[config.mk]
export PLATFORM = sky130hd
export DESIGN_NAME = spdf_top
export DESIGN_NICKNAME = d
export VERILOG_FILES = /design/src/rtl/spdf_pkg.sv /design/src/rtl/spdf_top.sv
export SDC_FILE = /design/constraint.sdc
export NUM_CORES = 1
export LEC_CHECK = 0
export BUFFER_PORTS_ARGS = -buffer_cell sky130_fd_sc_hd__buf_4
export CAP_MARGIN = 0
export CORE_MARGIN = 2
export CORE_UTILIZATION = 52
export CTS_CLUSTER_DIAMETER = 40
export CTS_CLUSTER_SIZE = 10
export DETAILED_ROUTE_END_ITERATION = 16
export HOLD_SLACK_MARGIN = 0.15
export PLACE_DENSITY = 0.68
export SETUP_SLACK_MARGIN = 0.1
export SLEW_MARGIN = 10
export SYNTH_ARGS = -nofsm -noshare
export SYNTH_HDL_FRONTEND = slang
export SYNTH_SLANG_ARGS = --single-unit
export TNS_END_PERCENT = 50
[constraint.sdc]
create_clock -name i_ref_clk -period 12.8 [get_ports i_ref_clk]
set_input_delay 1.92 -clock i_ref_clk [delete_from_list [all_inputs] [get_ports i_ref_clk]]
set_output_delay 1.92 -clock i_ref_clk [all_outputs]
set_load 0.02 [all_outputs]
[src/rtl/spdf_pkg.sv]
// Constants, field layout and types for the sawtooth PWM channel.
// Assumes every user writes spdf_pkg::name; nothing is imported.
package spdf_pkg;
	localparam int unsigned DW = 32;
	// Register byte offsets on the APB slave.
	localparam logic [7:0] OFS_CTRL   = 8'h00;
	localparam logic [7:0] OFS_PERIOD = 8'h04;
	localparam logic [7:0] OFS_CMP_A  = 8'h08;
	localparam logic [7:0] OFS_CMP_B  = 8'h0c;
	localparam logic [7:0] OFS_BUF_C  = 8'h10;
	localparam logic [7:0] OFS_BUF_D  = 8'h14;
	localparam logic [7:0] OFS_DT_UP  = 8'h18;
	localparam logic [7:0] OFS_DT_DN  = 8'h1c;
	localparam logic [7:0] OFS_FORCE  = 8'h20;
	localparam logic [7:0] OFS_ACTION = 8'h24;
	localparam logic [7:0] OFS_STATUS = 8'h28;
	localparam logic [7:0] OFS_COUNT  = 8'h2c;
	// Control register bits.
	localparam int CTRL_RUN   = 0;
	localparam int CTRL_DBUF  = 1;
	localparam int CTRL_ADT   = 2;
	localparam int CTRL_FXFER = 3;
	// Duty force control bits.
	localparam int FRC_A_LSB = 0;
	localparam int FRC_B_LSB = 2;
	localparam int FAS_A_BIT = 4;
	localparam int REL_A_BIT = 5;
	localparam int REL_B_BIT = 6;
	localparam logic [1:0] FRC_LOW  = 2'h2;
	localparam logic [1:0] FRC_HIGH = 2'h3;
	// Pin action fields; pin B sits PIN_B_OFS bits above pin A.
	localparam int START_BIT = 0;
	localparam int CM_LSB    = 1;
	localparam int END_LSB   = 3;
	localparam int PIN_B_OFS = 8;
	// Status bits.
	localparam int ST_RUN  = 0;
	localparam int ST_OVF  = 1;
	localparam int ST_CMA  = 2;
	localparam int ST_CMB  = 3;
	localparam int ST_PINA = 4;
	localparam int ST_PINB = 5;
	// Reset values.
	localparam logic [31:0] RST_PERIOD = 32'h0000_00ff;
	localparam logic [15:0] RST_ACTION = 16'h010c;
	localparam logic [6:0]  RST_FORCE  = 7'h00;
	typedef enum logic [1:0] {
		SPDF_ACT_HOLD = 2'h0,
		SPDF_ACT_LOW  = 2'h1,
		SPDF_ACT_HIGH = 2'h2,
		SPDF_ACT_TOG  = 2'h3
	} spdf_act_type;
	typedef enum logic [1:0] {
		SPDF_ST_IDLE = 2'b01,
		SPDF_ST_RUN  = 2'b10
	} spdf_state_type;
endpackage

[src/rtl/spdf_top.sv]
// Sawtooth PWM channel with forced 0%/100% duty and an APB slave.
// Assumes an APB master on i_ref_clk; pins drive external loads.
//
// Decided for this implementation: register access over APB and the address map.
`timescale 1ns/1ns
`default_nettype none
// Function
// RULE1 - auto dead time derives B compare from A
// RULE2 - software orders up-count buffers with dead time
// RULE3 - software orders down-count buffers with dead time
// RULE4 - software keeps buffers between zero and period
// RULE5 - full duty only through force fields; the code also gives it from a high match on the period count
// RULE6 - zero compare gives one-cycle pulse
// RULE7 - compare action beats overflow on same count
// RULE8 - matching and transfers continue while forced
// RULE9 - release level from end action and mode
// RULE10 - end action 00b holds pin level
// RULE11 - release mode 1 uses masked compare value
// RULE12 - force-at-start applies force at count start
// RULE13 - force 11b gives high from next period
// RULE14 - single buffer C feeds compare A
// RULE15 - start level, match and end actions programmable
// RULE16 - count from zero to period then overflow
// RULE17 - each overflow raises overflow interrupt
// RULE18 - force 00b returns to compare duty
// RULE19 - double buffer one-shot transfers
// RULE20 - force without force-at-start ignored at start
// RULE21 - compare above period never matches
// RULE22 - overflow copies buffer C into compare A
module spdf_top (
	// Clock and reset.
	input  wire logic        i_ref_clk,
	input  wire logic        i_sys_rst,
	// APB slave.
	input  wire logic        i_psel,
	input  wire logic        i_penable,
	input  wire logic        i_pwrite,
	input  wire logic [7:0]  i_paddr,
	input  wire logic [31:0] i_pwdata,
	output logic      [31:0] o_prdata,
	output logic             o_pready,
	output logic             o_pslverr,
	// Pins and overflow event.
	output logic             o_output_pin_a,
	output logic             o_output_pin_b,
	output logic             o_overflow_interrupt
);
	// Applies a two-bit pin action to the current level.
	function automatic logic act_apply(input logic [1:0] act, input logic cur);
		case (spdf_pkg::spdf_act_type'(act))
			spdf_pkg::SPDF_ACT_LOW:  act_apply = 1'b0;
			spdf_pkg::SPDF_ACT_HIGH: act_apply = 1'b1;
			spdf_pkg::SPDF_ACT_TOG:  act_apply = ~cur;
			default:                 act_apply = cur;
		endcase
	endfunction

	logic [2:0]  ctrl_ff, nxt_ctrl;
	logic [31:0] period_ff, nxt_period, cmp_a_ff, nxt_cmp_a;
	logic [31:0] cmp_b_ff, nxt_cmp_b, buf_c_ff, nxt_buf_c;
	logic [31:0] buf_d_ff, nxt_buf_d, temp_ff, nxt_temp;
	logic [31:0] dtu_ff, nxt_dtu, dtd_ff, nxt_dtd;
	logic [6:0]  frc_ff, nxt_frc;
	logic [15:0] act_ff, nxt_act;
	logic [31:0] cnt_ff, nxt_cnt;
	spdf_pkg::spdf_state_type state_ff, nxt_state;
	logic [2:0]  flag_ff, nxt_flag;
	logic        irq_ff, nxt_irq;
	logic [31:0] prdata_ff, nxt_prdata, cmp_b_eff;
	logic        pready_ff, nxt_pready, pslverr_ff, nxt_pslverr;
	logic        wr, running, start, ovf, fxfer;
	logic [1:0]  match;
	logic [1:0]  eff_ff [2], nxt_eff [2];
	logic        cmv_ff [2], nxt_cmv [2];
	logic        pin_ff [2], nxt_pin [2];

	// Shared decode; the write strobe is taken only at the access edge.
	assign wr      = i_psel & i_penable & pready_ff & i_pwrite;
	assign running = (state_ff == spdf_pkg::SPDF_ST_RUN);
	assign start   = (state_ff == spdf_pkg::SPDF_ST_IDLE) & ctrl_ff[spdf_pkg::CTRL_RUN];
	assign ovf     = running & (cnt_ff == period_ff);
	assign fxfer   = wr & (i_paddr == spdf_pkg::OFS_CTRL)
		& i_pwdata[spdf_pkg::CTRL_FXFER];
	assign cmp_b_eff = ctrl_ff[spdf_pkg::CTRL_ADT] ? cmp_a_ff + dtu_ff
		: cmp_b_ff; // RULE1
	// Equality alone means a value above the period never matches.
	assign match[0] = running & (cnt_ff == cmp_a_ff); // RULE21
	assign match[1] = running & (cnt_ff == cmp_b_eff);

	// Counter and run state; a stopped counter restarts from zero.
	always_comb begin
		nxt_state = state_ff;
		nxt_cnt   = cnt_ff;
		case (state_ff)
			spdf_pkg::SPDF_ST_IDLE: begin
				nxt_cnt = 32'h0000_0000; // RULE16
				if (ctrl_ff[spdf_pkg::CTRL_RUN]) begin
					nxt_state = spdf_pkg::SPDF_ST_RUN;
				end
			end
			spdf_pkg::SPDF_ST_RUN: begin
				nxt_cnt = ovf ? 32'h0000_0000 : cnt_ff + 32'h0000_0001; // RULE16
				if (!ctrl_ff[spdf_pkg::CTRL_RUN]) begin
					nxt_state = spdf_pkg::SPDF_ST_IDLE;
				end
			end
			default: nxt_state = spdf_pkg::SPDF_ST_IDLE;
		endcase
	end

	always_ff @(posedge i_ref_clk or posedge i_sys_rst) begin
		if (i_sys_rst) begin
			state_ff <= spdf_pkg::SPDF_ST_IDLE;
			cnt_ff   <= 32'h0000_0000;
		end else begin
			state_ff <= nxt_state;
			cnt_ff   <= nxt_cnt;
		end
	end
	// Register writes, then hardware transfers, which win over software.
	always_comb begin
		nxt_ctrl = ctrl_ff;
		nxt_period = period_ff;
		nxt_cmp_a = cmp_a_ff;
		nxt_cmp_b = cmp_b_ff;
		nxt_buf_c = buf_c_ff;
		nxt_buf_d = buf_d_ff;
		nxt_temp = temp_ff;
		nxt_dtu = dtu_ff;
		nxt_dtd = dtd_ff;
		nxt_frc = frc_ff;
		nxt_act = act_ff;
		if (wr) begin
			case (i_paddr)
				spdf_pkg::OFS_CTRL:   nxt_ctrl = i_pwdata[2:0];
				spdf_pkg::OFS_PERIOD: nxt_period = i_pwdata;
				spdf_pkg::OFS_CMP_A:  nxt_cmp_a = i_pwdata;
				spdf_pkg::OFS_CMP_B:  nxt_cmp_b = i_pwdata;
				spdf_pkg::OFS_BUF_C:  nxt_buf_c = i_pwdata;
				spdf_pkg::OFS_BUF_D:  nxt_buf_d = i_pwdata;
				spdf_pkg::OFS_DT_UP:  nxt_dtu = i_pwdata;
				spdf_pkg::OFS_DT_DN:  nxt_dtd = i_pwdata;
				spdf_pkg::OFS_FORCE:  nxt_frc = i_pwdata[6:0];
				spdf_pkg::OFS_ACTION: nxt_act = i_pwdata[15:0];
				default: nxt_ctrl = ctrl_ff;
			endcase
		end
		// Transfers keep running under force; only the pin is masked.
		if (fxfer) begin
			nxt_temp  = buf_d_ff;
			nxt_cmp_a = buf_c_ff;
		end else if (ctrl_ff[spdf_pkg::CTRL_DBUF]) begin
			if (ovf) begin
				nxt_temp  = buf_d_ff; // RULE19 RULE8
				nxt_cmp_a = buf_c_ff; // RULE19
			end else if (match[0]) begin
				nxt_cmp_a = temp_ff; // RULE19
			end
		end else if (ovf) begin
			nxt_cmp_a = buf_c_ff; // RULE14 RULE22 RULE8
		end
	end

	always_ff @(posedge i_ref_clk or posedge i_sys_rst) begin
		if (i_sys_rst) begin
			ctrl_ff <= 3'h0;
			period_ff <= spdf_pkg::RST_PERIOD;
			cmp_a_ff <= 32'h0000_0000;
			cmp_b_ff <= 32'h0000_0000;
			buf_c_ff <= 32'h0000_0000;
			buf_d_ff <= 32'h0000_0000;
			temp_ff <= 32'h0000_0000;
			dtu_ff <= 32'h0000_0000;
			dtd_ff <= 32'h0000_0000;
			frc_ff <= spdf_pkg::RST_FORCE;
			act_ff <= spdf_pkg::RST_ACTION;
		end else begin
			ctrl_ff <= nxt_ctrl;
			period_ff <= nxt_period;
			cmp_a_ff <= nxt_cmp_a;
			cmp_b_ff <= nxt_cmp_b;
			buf_c_ff <= nxt_buf_c;
			buf_d_ff <= nxt_buf_d;
			temp_ff <= nxt_temp;
			dtu_ff <= nxt_dtu;
			dtd_ff <= nxt_dtd;
			frc_ff <= nxt_frc;
			act_ff <= nxt_act;
		end
	end
	// One pin each: compare-driven level, latched force and the pin.
	for (genvar p = 0; p < 2; p++) begin : g_pin
		localparam int B = p * spdf_pkg::PIN_B_OFS;
		logic [1:0] frc;
		logic       rel, fas;
		assign frc = frc_ff[spdf_pkg::FRC_A_LSB + 2 * p +: 2];
		assign rel = frc_ff[spdf_pkg::REL_A_BIT + p];
		assign fas = (p == 0) & frc_ff[spdf_pkg::FAS_A_BIT];
		always_comb begin
			nxt_eff[p] = eff_ff[p];
			nxt_cmv[p] = cmv_ff[p];
			if (start) begin
				nxt_cmv[p] = act_ff[B + spdf_pkg::START_BIT]; // RULE15
				nxt_eff[p] = fas ? frc : 2'h0; // RULE12 RULE20
			end else if (running) begin
				// Compare action wins over the end action on one count.
				if (match[p]) begin
					nxt_cmv[p] = act_apply(act_ff[B + spdf_pkg::CM_LSB +: 2],
						cmv_ff[p]); // RULE7 RULE6 RULE15
				end else if (ovf) begin
					nxt_cmv[p] = act_apply(act_ff[B + spdf_pkg::END_LSB +: 2],
						cmv_ff[p]); // RULE9 RULE10 RULE11
				end
				if (ovf) begin
					nxt_eff[p] = frc; // RULE13 RULE18 RULE17
					if (eff_ff[p][1] & !frc[1] & !rel) begin
						nxt_cmv[p] = eff_ff[p][0]; // RULE9
					end
				end
			end
			// A force code overrides the compare level at the pin; a high match on the period count gives full duty.
			nxt_pin[p] = nxt_eff[p][1] ? nxt_eff[p][0] : nxt_cmv[p]; // RULE5
			if (!start && !running) begin
				nxt_pin[p] = pin_ff[p];
			end
		end
		always_ff @(posedge i_ref_clk or posedge i_sys_rst) begin
			if (i_sys_rst) begin
				eff_ff[p] <= 2'h0;
				cmv_ff[p] <= 1'b0;
				pin_ff[p] <= 1'b0;
			end else begin
				eff_ff[p] <= nxt_eff[p];
				cmv_ff[p] <= nxt_cmv[p];
				pin_ff[p] <= nxt_pin[p];
			end
		end
	end

	// Sticky event flags; a new event beats a same-cycle clear.
	always_comb begin
		logic [2:0] clr;
		clr = 3'h0;
		if (wr && i_paddr == spdf_pkg::OFS_STATUS) begin
			clr = i_pwdata[spdf_pkg::ST_CMB:spdf_pkg::ST_OVF];
		end
		nxt_flag = (flag_ff & ~clr) | {match[1], match[0], ovf}; // RULE8
		nxt_irq  = ovf; // RULE17
	end

	always_ff @(posedge i_ref_clk or posedge i_sys_rst) begin
		if (i_sys_rst) begin
			flag_ff <= 3'h0;
			irq_ff  <= 1'b0;
		end else begin
			flag_ff <= nxt_flag;
			irq_ff  <= nxt_irq;
		end
	end
	// Read data is sampled in setup so pready can come from a flop.
	always_comb begin
		nxt_pready  = i_psel & ~i_penable;
		nxt_pslverr = 1'b0;
		nxt_prdata  = prdata_ff;
		if (nxt_pready) begin
			nxt_prdata = 32'h0000_0000;
			case (i_paddr)
				spdf_pkg::OFS_CTRL:   nxt_prdata[2:0] = ctrl_ff;
				spdf_pkg::OFS_PERIOD: nxt_prdata = period_ff;
				spdf_pkg::OFS_CMP_A:  nxt_prdata = cmp_a_ff;
				spdf_pkg::OFS_CMP_B:  nxt_prdata = cmp_b_eff;
				spdf_pkg::OFS_BUF_C:  nxt_prdata = buf_c_ff;
				spdf_pkg::OFS_BUF_D:  nxt_prdata = buf_d_ff;
				spdf_pkg::OFS_DT_UP:  nxt_prdata = dtu_ff;
				spdf_pkg::OFS_DT_DN:  nxt_prdata = dtd_ff;
				spdf_pkg::OFS_FORCE:  nxt_prdata[6:0] = frc_ff;
				spdf_pkg::OFS_ACTION: nxt_prdata[15:0] = act_ff;
				spdf_pkg::OFS_STATUS: nxt_prdata[5:0] = {pin_ff[1],
					pin_ff[0], flag_ff, running};
				spdf_pkg::OFS_COUNT:  nxt_prdata = cnt_ff;
				default: nxt_pslverr = 1'b1;
			endcase
		end
	end

	always_ff @(posedge i_ref_clk or posedge i_sys_rst) begin
		if (i_sys_rst) begin
			pready_ff  <= 1'b0;
			pslverr_ff <= 1'b0;
			prdata_ff  <= 32'h0000_0000;
		end else begin
			pready_ff  <= nxt_pready;
			pslverr_ff <= nxt_pslverr;
			prdata_ff  <= nxt_prdata;
		end
	end
	assign o_prdata = prdata_ff;
	assign o_pready = pready_ff;
	assign o_pslverr = pslverr_ff;
	assign o_output_pin_a = pin_ff[0];
	assign o_output_pin_b = pin_ff[1];
	assign o_overflow_interrupt = irq_ff;
endmodule // spdf_top
`default_nettype wire

==> metrics.md, run 1 <==
| Metric | Value |
|---|---|
| Power Density | `between 100 and 150 nW/um2` |
| RD Place Congestion | `approximately 1` |
| Minimum clock period | `approximately 4.7 ns` |
| Fillcell total | `between 3000 and 4000` |
| Cell-internal power | `2.17 mW` |
| Slew @ Worst Pin | `around 1.2 ns` |
| Area of the multi-input gates | `11000 um2` |
| Die H | `between 200 and 250 um` |
| Synth Area per Inst | `10.4 um2` |
| Total GRT Usage | `approximately a third` |
| Layout cells sized above 1 | `about 25%` |
| FMAX | `around 210 MHz` |
| Clk slew on worst S/H paths | `~0.05 ns` |
| Largest net degree at the start of global routing | `roughly 180` |
| Power Total | `2.86 mW` |
| Post-cts resize count | `0` |
| Total grt overflow | `0` |
| Worst EP arrival | `between 5 and 6 ns` |
| Total core area | `39500 um2` |
| Total number of vias | `between 15000 and 20000` |
| Net Switching | `a little under 0.7 mW` |
| Synth-to-Final Area Change | `13.3%` |
| NumNets Final | `around 2100` |
| Max clock buf depth | `3` |
| Die area | `between 40000 and 50000 um2` |
| Min-delay src | `o_prdata[17]` |
| TritonCTS Buffers | `between 50 and 60` |
| Ys async rst share | `100%` |
| Leakage | `roughly 11 nW` |
| Initial Utilization | `between 50% and 60%` |
| Sequential share of power | `40.8%` |
| Initial drt markers | `1718` |
| Type of origin of the critical path | `flip-flop` |
| Number of synthesized flops with an enable pin | `0` |
| Design area | `approximately 24000 um2` |
| CTS Root Cell | `clkbuf_16` |
| Clk_lat worst skew | `0.63 ns` |
| Area contributors post-synth | `dfrtp_1 42%, mux2_2 14%, xor2_1 4.4%` |
| Synth Instances | `between 2000 and 2500` |
| Drt pass-1 iters | `6` |
| Hold Path Class | `flip-flop to flip-flop` |
| Worst vdd ir | `around 0.11 mV` |
| DRC Markers | `0` |
| Top cell type's share of synthesized area | `between 40% and 50%` |
| CP Capture Type | `flip-flop` |
| Storage element area | `slightly above 9000 um2` |
| Final period util | `a little under two fifths` |
| HPWL after DPL | `49.4 mm` |
| Number of global-route vias before repair | `17100` |
| Worst R2R End | `o_output_pin_b` |
| Final setup TNS | `0 ns` |
| Hold-critical path depth | `2` |
| CP Class | `flip-flop to flip-flop` |
| Switching Share | `between 20% and 30%` |
| RSZ-0062 raised after global routing | `false` |
| Outcome | `complete, no violations` |
| Net Count, Synth | `approximately 2100` |
| Crit-path max FO | `11` |
| First-pass GRT wire length | `between 100 and 150 mm` |
| PortBufs | `around 80` |
| Synthesized flop and latch total | `~360` |
| H-tree levels | `2` |
| Hold EP | `o_prdata[17]` |
| Die X | `between 200 and 250 um` |
| Worst endpoint required time | `about 13 ns` |
| Relative slew slack | `18.4%` |
| Final Hold Fails | `0` |
| FP Rows | `73` |
| Clock sinks | `~360` |
| Cell taking the most area after synthesis | `dfrtp_1` |
| Ys flop type | `dfrtp_1` |
| Buffer count from post-CTS setup fixing | `0` |
| YS warnings | `0` |
| Fin. max-slew vios | `0` |
| Yosys cell types | `87` |
| Antenna Violating Nets Remaining | `0` |
| CTS tree | `built` |
| Combinational Power Share | `around 4.3%` |
| Vias per inst | `approximately 6.6` |
| Reg2Reg Setup Slack | `8.06 ns` |
| Worst r2r src | `cmp_a_ff[6]` |
| Post-Syn Area | `just over 20000 um2` |
| Antenna violations before repair | `2` |
| Final setup viols | `0` |
| Hold-fix buffers, CTS | `0` |
| Skew final | `around 0.031 ns` |
| Max-cap viol count | `0` |
| Placed cell areas | `approximately 22000 um2` |
| IO Count | `82` |
| Seq/Total Area, Yosys | `~44%` |
| Worst reg2reg path depth | `12` |
| Avg WL per Cell | `about 28 um` |
| Total Routed Length | `~72 mm` |
| Clock group share of total power | `between 50 and 60%` |
## power groups by stage
stage | Clock, mW | Sequential, mW | Combinational (mW)
2_1_floorplan | 0 | 1.19 | 0.0541
3_3_place_gp | 0 | 1.19 | 0.121
3_5_place_dp | 0 | 1.19 | 0.122
4_1_cts | 1.58 | 1.17 | 0.123
5_1_grt | 1.63 | 1.17 | 0.133
6_report | 1.57 | 1.17 | 0.123
## area by class of cell
cell class	count	share of cell area, %
repair buffers	105	3.40
diodes	2	0.0213
inverters	20	0.351
clock buffers	70	6.65
flip-flops and latches	362	38.5
multi-input cells	1467	46.7
well taps	525	2.79
clock inverters	34	1.58
## worst max-delay path by stage
stage | startpoint | to | slack [ns] | cells after the start
3_5_place_dp | i_paddr[7] | cmp_a_ff[17] | 7.90 | 8
5_1_grt | cmp_a_ff[6] | o_output_pin_b | 7.85 | 12
2_1_floorplan | i_sys_rst | act_ff[0] | 0.85 | 1
4_1_cts | cmp_a_ff[6] | o_output_pin_b | 8.16 | 12
3_3_place_gp | i_paddr[7] | period_ff[22] | 8.04 | 8
6_report | cmp_a_ff[6] | o_output_pin_b | 8.06 | 12
## flip-flops by register name (all words and copies together) (netlist names), 2 cells and up
register,count
period_ff,32
temp_ff,32
cmv_ff,2
cmp_b_ff,32
act_ff,16
state_ff,2
frc_ff,7
dtd_ff,32
cnt_ff,32
flag_ff,3
cmp_a_ff,32
ctrl_ff,3
dtu_ff,32
buf_c_ff,32
o_prdata,32
buf_d_ff,32
eff_ff,4
## metrics by stage
step	util [%]	instances	setup WS (ns)	hold slack, ns
after floorplan	-	2001	0.853	0.438
after global placement	54.6	2479	8.04	0.456
after detailed placement	54.6	2479	7.90	0.464
after CTS	59.5	2583	8.16	0.483
after global routing	59.5	2585	7.85	0.499
final	59.5	2585	8.06	0.479
## critical path, cell delays in order, from the launching register on
cell and delay, ns:
dfrtp_1 0.45, ha_1 0.49, a21oi_1 0.42, o211ai_1 0.27, a21oi_2 0.49, o32ai_1 0.18, a211oi_1 0.42, o2111ai_1 0.24
a2111o_1 0.38, o31ai_1 0.71, nand4_1 0.21, a41o_1 0.30, o21ai_2 0.10
## per-layer routing
layer / track usage, % / wire length (um) / vias to the layer above
li1: - / - / 7464
met1: 47.5 / 30500 / 8742
met2: 55.6 / 33400 / 738
met3: 4.80 / 4710 / 194
met4: 15.6 / 3080 / 0
met5: 0 / 0 / -
## logic make-up after synthesis
kind of cell,synth area share [%]
xor+xnor,7.00
flops,43.7
compound gates,16.9
simple gates,11.3
mux,15.2
buf+inv,3.75
fa+ha+maj,2.14
## synth_stat cells (7+ instances only)
master       n
a22oi_1     34
o31ai_1      8
nand2b_1    12
xnor2_1     62
a31oi_1     14
xor2_1     104
and3_1      11
nand3_1     99
nor4_1      19
clkbuf_1    89
a221oi_1    36
buf_6       11
dfstp_2     12
o21ai_0    119
o21ai_1      9
a21oi_1     51
ha_1        34
o21a_1      30
a22o_1      41
buf_1       24
mux2_2     253
a222oi_1    17
buf_2       22
o2111ai_1   30
mux2i_1     30
nor2_1      86
o211ai_1    13
dfrtp_1    350
and2_1       7
nand2_1    170
inv_1       19
nand4_1     28
a21o_1      13
nor3_1      26
## layout by cell type (no fill, tap or decap), types with 26 or more instances in the layout
cell / n
a21oi_1: 51
a221oi_1: 36
a22o_1: 41
a22oi_1: 34
buf_4: 104
clkbuf_16: 58
dfrtp_1: 349
ha_1: 34
mux2_2: 253
mux2i_1: 30
nand2_1: 163
nand3_1: 99
nand4_1: 28
nor2_1: 79
nor3_1: 26
o2111ai_1: 30
o21a_1: 29
o21ai_0: 119
xnor2_1: 62
xor2_1: 104
No activity file was read; power rests on OpenSTA's default activity.
==> run 2: changes to the inputs <==
ABC_AREA = 1   (was default)
clock period = 4.45 ns   (was 12.8 ns; I/O delays follow)
==> run 2 against run 1 <==
Flip-flop and latch count unchanged; non-clock buffer count rose by 35; die area up 3.0%; critical path type unchanged; register-to-register slack worse by 7.6 ns; core utilization increased by 0.73 points; sequential power grew to 3.0 times the previous value; hold slack got worse by 0.33 ns.
==> metrics.md, run 2 <==
| Metric | Value |
|---|---|
| Final period util | `89.4% (+52 points)` |
| CTS Root Cell | `clkbuf_16` |
| Initial drt markers | `3199 (+86%)` |
| Place WS | `0.613 ns (-7.28 ns)` |
| Post-Syn Area | `21400 um2 (+3.0%)` |
| Combinational Power Share | `20.3% (+16 points)` |
| RD Place Congestion | `1.14 (+14%)` |
| Final setup viols | `0 (unchanged)` |
| Hold-fix buffers, CTS | `0 (unchanged)` |
| Ys async rst share | `100% (unchanged)` |
| FP Rows | `74 (+1.4%)` |
| Crit path max-delay cell type | `dfrtp_1` |
| IO Count | `82 (unchanged)` |
| YS warnings | `0 (unchanged)` |
| Largest net degree at the start of global routing | `108 (-39%)` |
| Net Count, Synth | `2945 (+42%)` |
| CP Class | `flip-flop to flip-flop` |
| Synth-to-Final Area Change | `14.7%` |
| Clk_lat worst skew | `0.64 ns (about the same)` |
| Top cell type's share of synthesized area | `40.9% (-1.2 points)` |
| Buffer count from post-CTS setup fixing | `0 (unchanged)` |
| Total Routed Length | `90.7 mm (+27%)` |
| Cell taking the most area after synthesis | `dfrtp_1` |
| First-pass GRT wire length | `133 mm (+22%)` |
| Final Core Density | `60.3% (+0.73 points)` |
| Most frequent cells in the layout | `881 x nand2_1, 349 x dfrtp_1, 324 x o21ai_0` |
| Worst setup margin | `0.473 ns (-7.59 ns)` |
| Sequential share of power | `35.4% (-5.4 points)` |
| Antenna Violating Nets Remaining | `0 (unchanged)` |
| Max-cap viol count | `0 (unchanged)` |
| Fin. max-slew vios | `0 (unchanged)` |
| Post-cts resize count | `0 (unchanged)` |
| Worst EP arrival | `4.51 ns (-0.78 ns)` |
| FMAX | `251 MHz (+19%)` |
| Ys flop type | `dfrtp_1` |
| Skew final | `0.0671 ns (+0.0357 ns)` |
| Buf/Inv on CP | `0 (unchanged)` |
| Wl on met1 | `38.2 mm (+25%)` |
| Power Density | `409 nW/um2 (+240%)` |
| Total grt overflow | `0 (unchanged)` |
| Die X | `207 um (+1.5%)` |
| Storage element area | `9070 um2 (unchanged)` |
| Synth Instances | `2865 (+43%)` |
| Top cells by count, synth | `888 x nand2_1, 350 x dfrtp_1, 324 x o21ai_0` |
| Total number of vias | `22000 (+29%)` |
| DR WL met3 | `12.4 mm (+160%)` |
| Leakage | `11.9 nW (+7.5%)` |
| Slew @ Worst Pin | `1.05 ns (-0.165 ns)` |
| Relative slew slack | `29.7% (+11 points)` |
| Type of origin of the critical path | `flip-flop` |
| Total core area | `40700 um2 (+3.0%)` |
| Avg WL per Cell | `25.8 um (-6.8%)` |
| Power Total | `10.0 mW (+250%)` |
| Switching Share | `33.2% (+9.1 points)` |
| Minimum clock period | `3.98 ns (-0.762 ns)` |
| Crit-path leading delay family | `simple AND/OR/NAND/NOR gates` |
| HPWL after DPL | `68.4 mm (+38%)` |
| Layout cells sized above 1 | `12.8% (-12 points)` |
| Count leader, synth | `nand2_1` |
| Crit-path max FO | `5 (-6)` |
| Cell-internal power | `6.71 mW (+210%)` |
| Number of synthesized flops with an enable pin | `0 (unchanged)` |
| Total GRT Usage | `42.6% (+7.7 points)` |
| Area of the multi-input gates | `10500 um2 (-4.1%)` |
| Worst vdd ir | `0.410 mV (+270%)` |
| Final Hold Fails | `0 (unchanged)` |
| Crit-path max cell delay | `0.48 ns (-0.23 ns)` |
| Area contributors post-synth | `dfrtp_1 41%, nand2_1 16%, o21ai_0 7.6%` |
| Max clock buf depth | `3 (unchanged)` |
| Clock group share of total power | `44.3% (-11 points)` |
| DRC Markers | `0 (unchanged)` |
| TritonCTS Buffers | `56 (-3.4%)` |
| Synthesized flop and latch total | `362 (unchanged)` |
| Clk slew on worst S/H paths | `0.06 ns (about the same)` |
| NumNets Final | `3016 (+44%)` |
| Worst-path cell chain | `ha_1 -> fa_1 -> nand3_1 -> nand3_1 -> nand3_1 -> nand3_1 -> nand2_1 -> nand3_1 -> nand3_1 -> nand2_1 -> nand2_1 -> nand2_1 -> nor2_1 -> nand2_1 -> nor2_1 -> nand3_1 -> nand2_1 -> nand3_1 -> nand2_1 -> nand3_1 -> nand2_1 -> nand2_1` |
| Net Switching | `3.33 mW (+390%)` |
| Outcome | `complete, no violations` |
| Antenna violations before repair | `2 (unchanged)` |
| Leading cell type in the layout, fill and taps excluded | `nand2_1` |
| Clock sinks | `362 (unchanged)` |
| Yosys cell types | `68 (-22%)` |
| Drt pass-1 iters | `8 (+2)` |
| Worst endpoint required time | `4.98 ns (-8.37 ns)` |
| Diodes inserted | `0 (-2)` |
| PortBufs | `81 (unchanged)` |
| Final setup TNS | `0 ns (unchanged)` |
| RSZ-0062 raised after global routing | `false` |
| CP Capture Type | `flip-flop` |
| Hold Path Class | `primary input to asynchronous set/reset pin` |
| Vias per inst | `6.28 (-5.3%)` |
| Number of global-route vias before repair | `20400 (+19%)` |
| Die area | `42800 um2 (+3.0%)` |
| Initial Utilization | `52.5% (about the same)` |
| Seq/Total Area, Yosys | `42.4% (-1.3 points)` |
| Fillcell total | `3716 (+12%)` |
| Die H | `207 um (+1.5%)` |
| H-tree levels | `2 (unchanged)` |
| Synth Area per Inst | `7.47 um2 (-28%)` |
| DR top layer | `met5` |
| CTS tree | `built` |
| Met2 wire len | `36.8 mm (+10%)` |
run 2: cell count changes after synthesis, moves of 33 or more:
cell / change
nand2_1: +718
o21ai_0: +205
xnor2_1: -45
a22oi_1: -33
o211ai_2: +55
mux2_2: -245
o22ai_1: +34
inv_1: +303
nor2_1: +80
xor2_1: -80
a22o_1: -39
nand3_1: +61
run 2: cell families (layout without fill, tap and decap cells):
logic type | Yosys count | count (layout) | synth area share [%]
AO/OA/AOI/OAI | 596 | 596 | 17.8
XOR/XNOR | 41 | 41 | 1.68
adder cells (fa/ha/maj) | 35 | 35 | 2.08
buffers and inverters | 467 | 581 | 8.65
flip-flops | 362 | 362 | 42.4
multiplexers | 8 | 8 | 0.421
AND/OR/NAND/NOR | 1356 | 1356 | 26.9
run 2: metal layers:
| layer | track usage [%] | vias to the layer above |
|---|---|---|
| li1 | - | 9640 |
| met2 | 59.0 | 1465 |
| met5 | 0 | - |
| met4 | 14.9 | 4 |
| met3 | 12.2 | 205 |
| met1 | 63.1 | 10700 |
run 2: worst paths after layout:
| path | endpoint | slack [ns] | depth (start not counted) | from |
|---|---|---|---|---|
| hold / removal | buf_d_ff[30] | 0.15 | 2 | i_sys_rst |
| setup / recovery | o_output_pin_b | 0.47 | 22 | cmp_a_ff[0] |
| min in group i_ref_clk | ctrl_ff[0] | 0.26 | 3 | i_pwdata[0] |
| setup reg to reg | o_output_pin_b | 0.47 | 22 | cmp_a_ff[0] |
| max in group asynchronous | cnt_ff[25] | 3.26 | 3 | i_sys_rst |
| hold reg to reg | o_prdata[21] | 0.48 | 1 | o_prdata[21] |
run 2: metrics by stage:
step / hold slack [ns] / cells / instance area, um2
after floorplan: 0.445 / 2865 / 21400
after global placement: 0.461 / 3410 / 22700
after detailed placement: 0.468 / 3410 / 22700
after CTS: 0.154 / 3511 / 24500
after global routing: 0.220 / 3511 / 24500
final: 0.147 / 3511 / 24500
run 2: power by group through the flow:
| stage | Sequential (mW) | Combinational [mW] | Clock [mW] |
|---|---|---|---|
| finish | 3.56 | 2.03 | 4.45 |
| detailed placement | 3.60 | 1.95 | 0 |
| floorplan | 3.53 | 1.16 | 0 |
| CTS | 3.54 | 1.96 | 4.47 |
| global placement | 3.60 | 1.93 | 0 |
| global route | 3.56 | 2.13 | 4.60 |
run 2: area by class of cell:
| type | instances | share of cell area, % |
|---|---|---|
| well taps | 532 | 2.71 |
| repair buffers | 140 | 4.49 |
| multi-input cells | 2036 | 42.9 |
| flip-flops and latches | 362 | 37.0 |
| clock buffers | 75 | 6.32 |
| clock inverters | 26 | 1.41 |
| inverters | 340 | 5.22 |
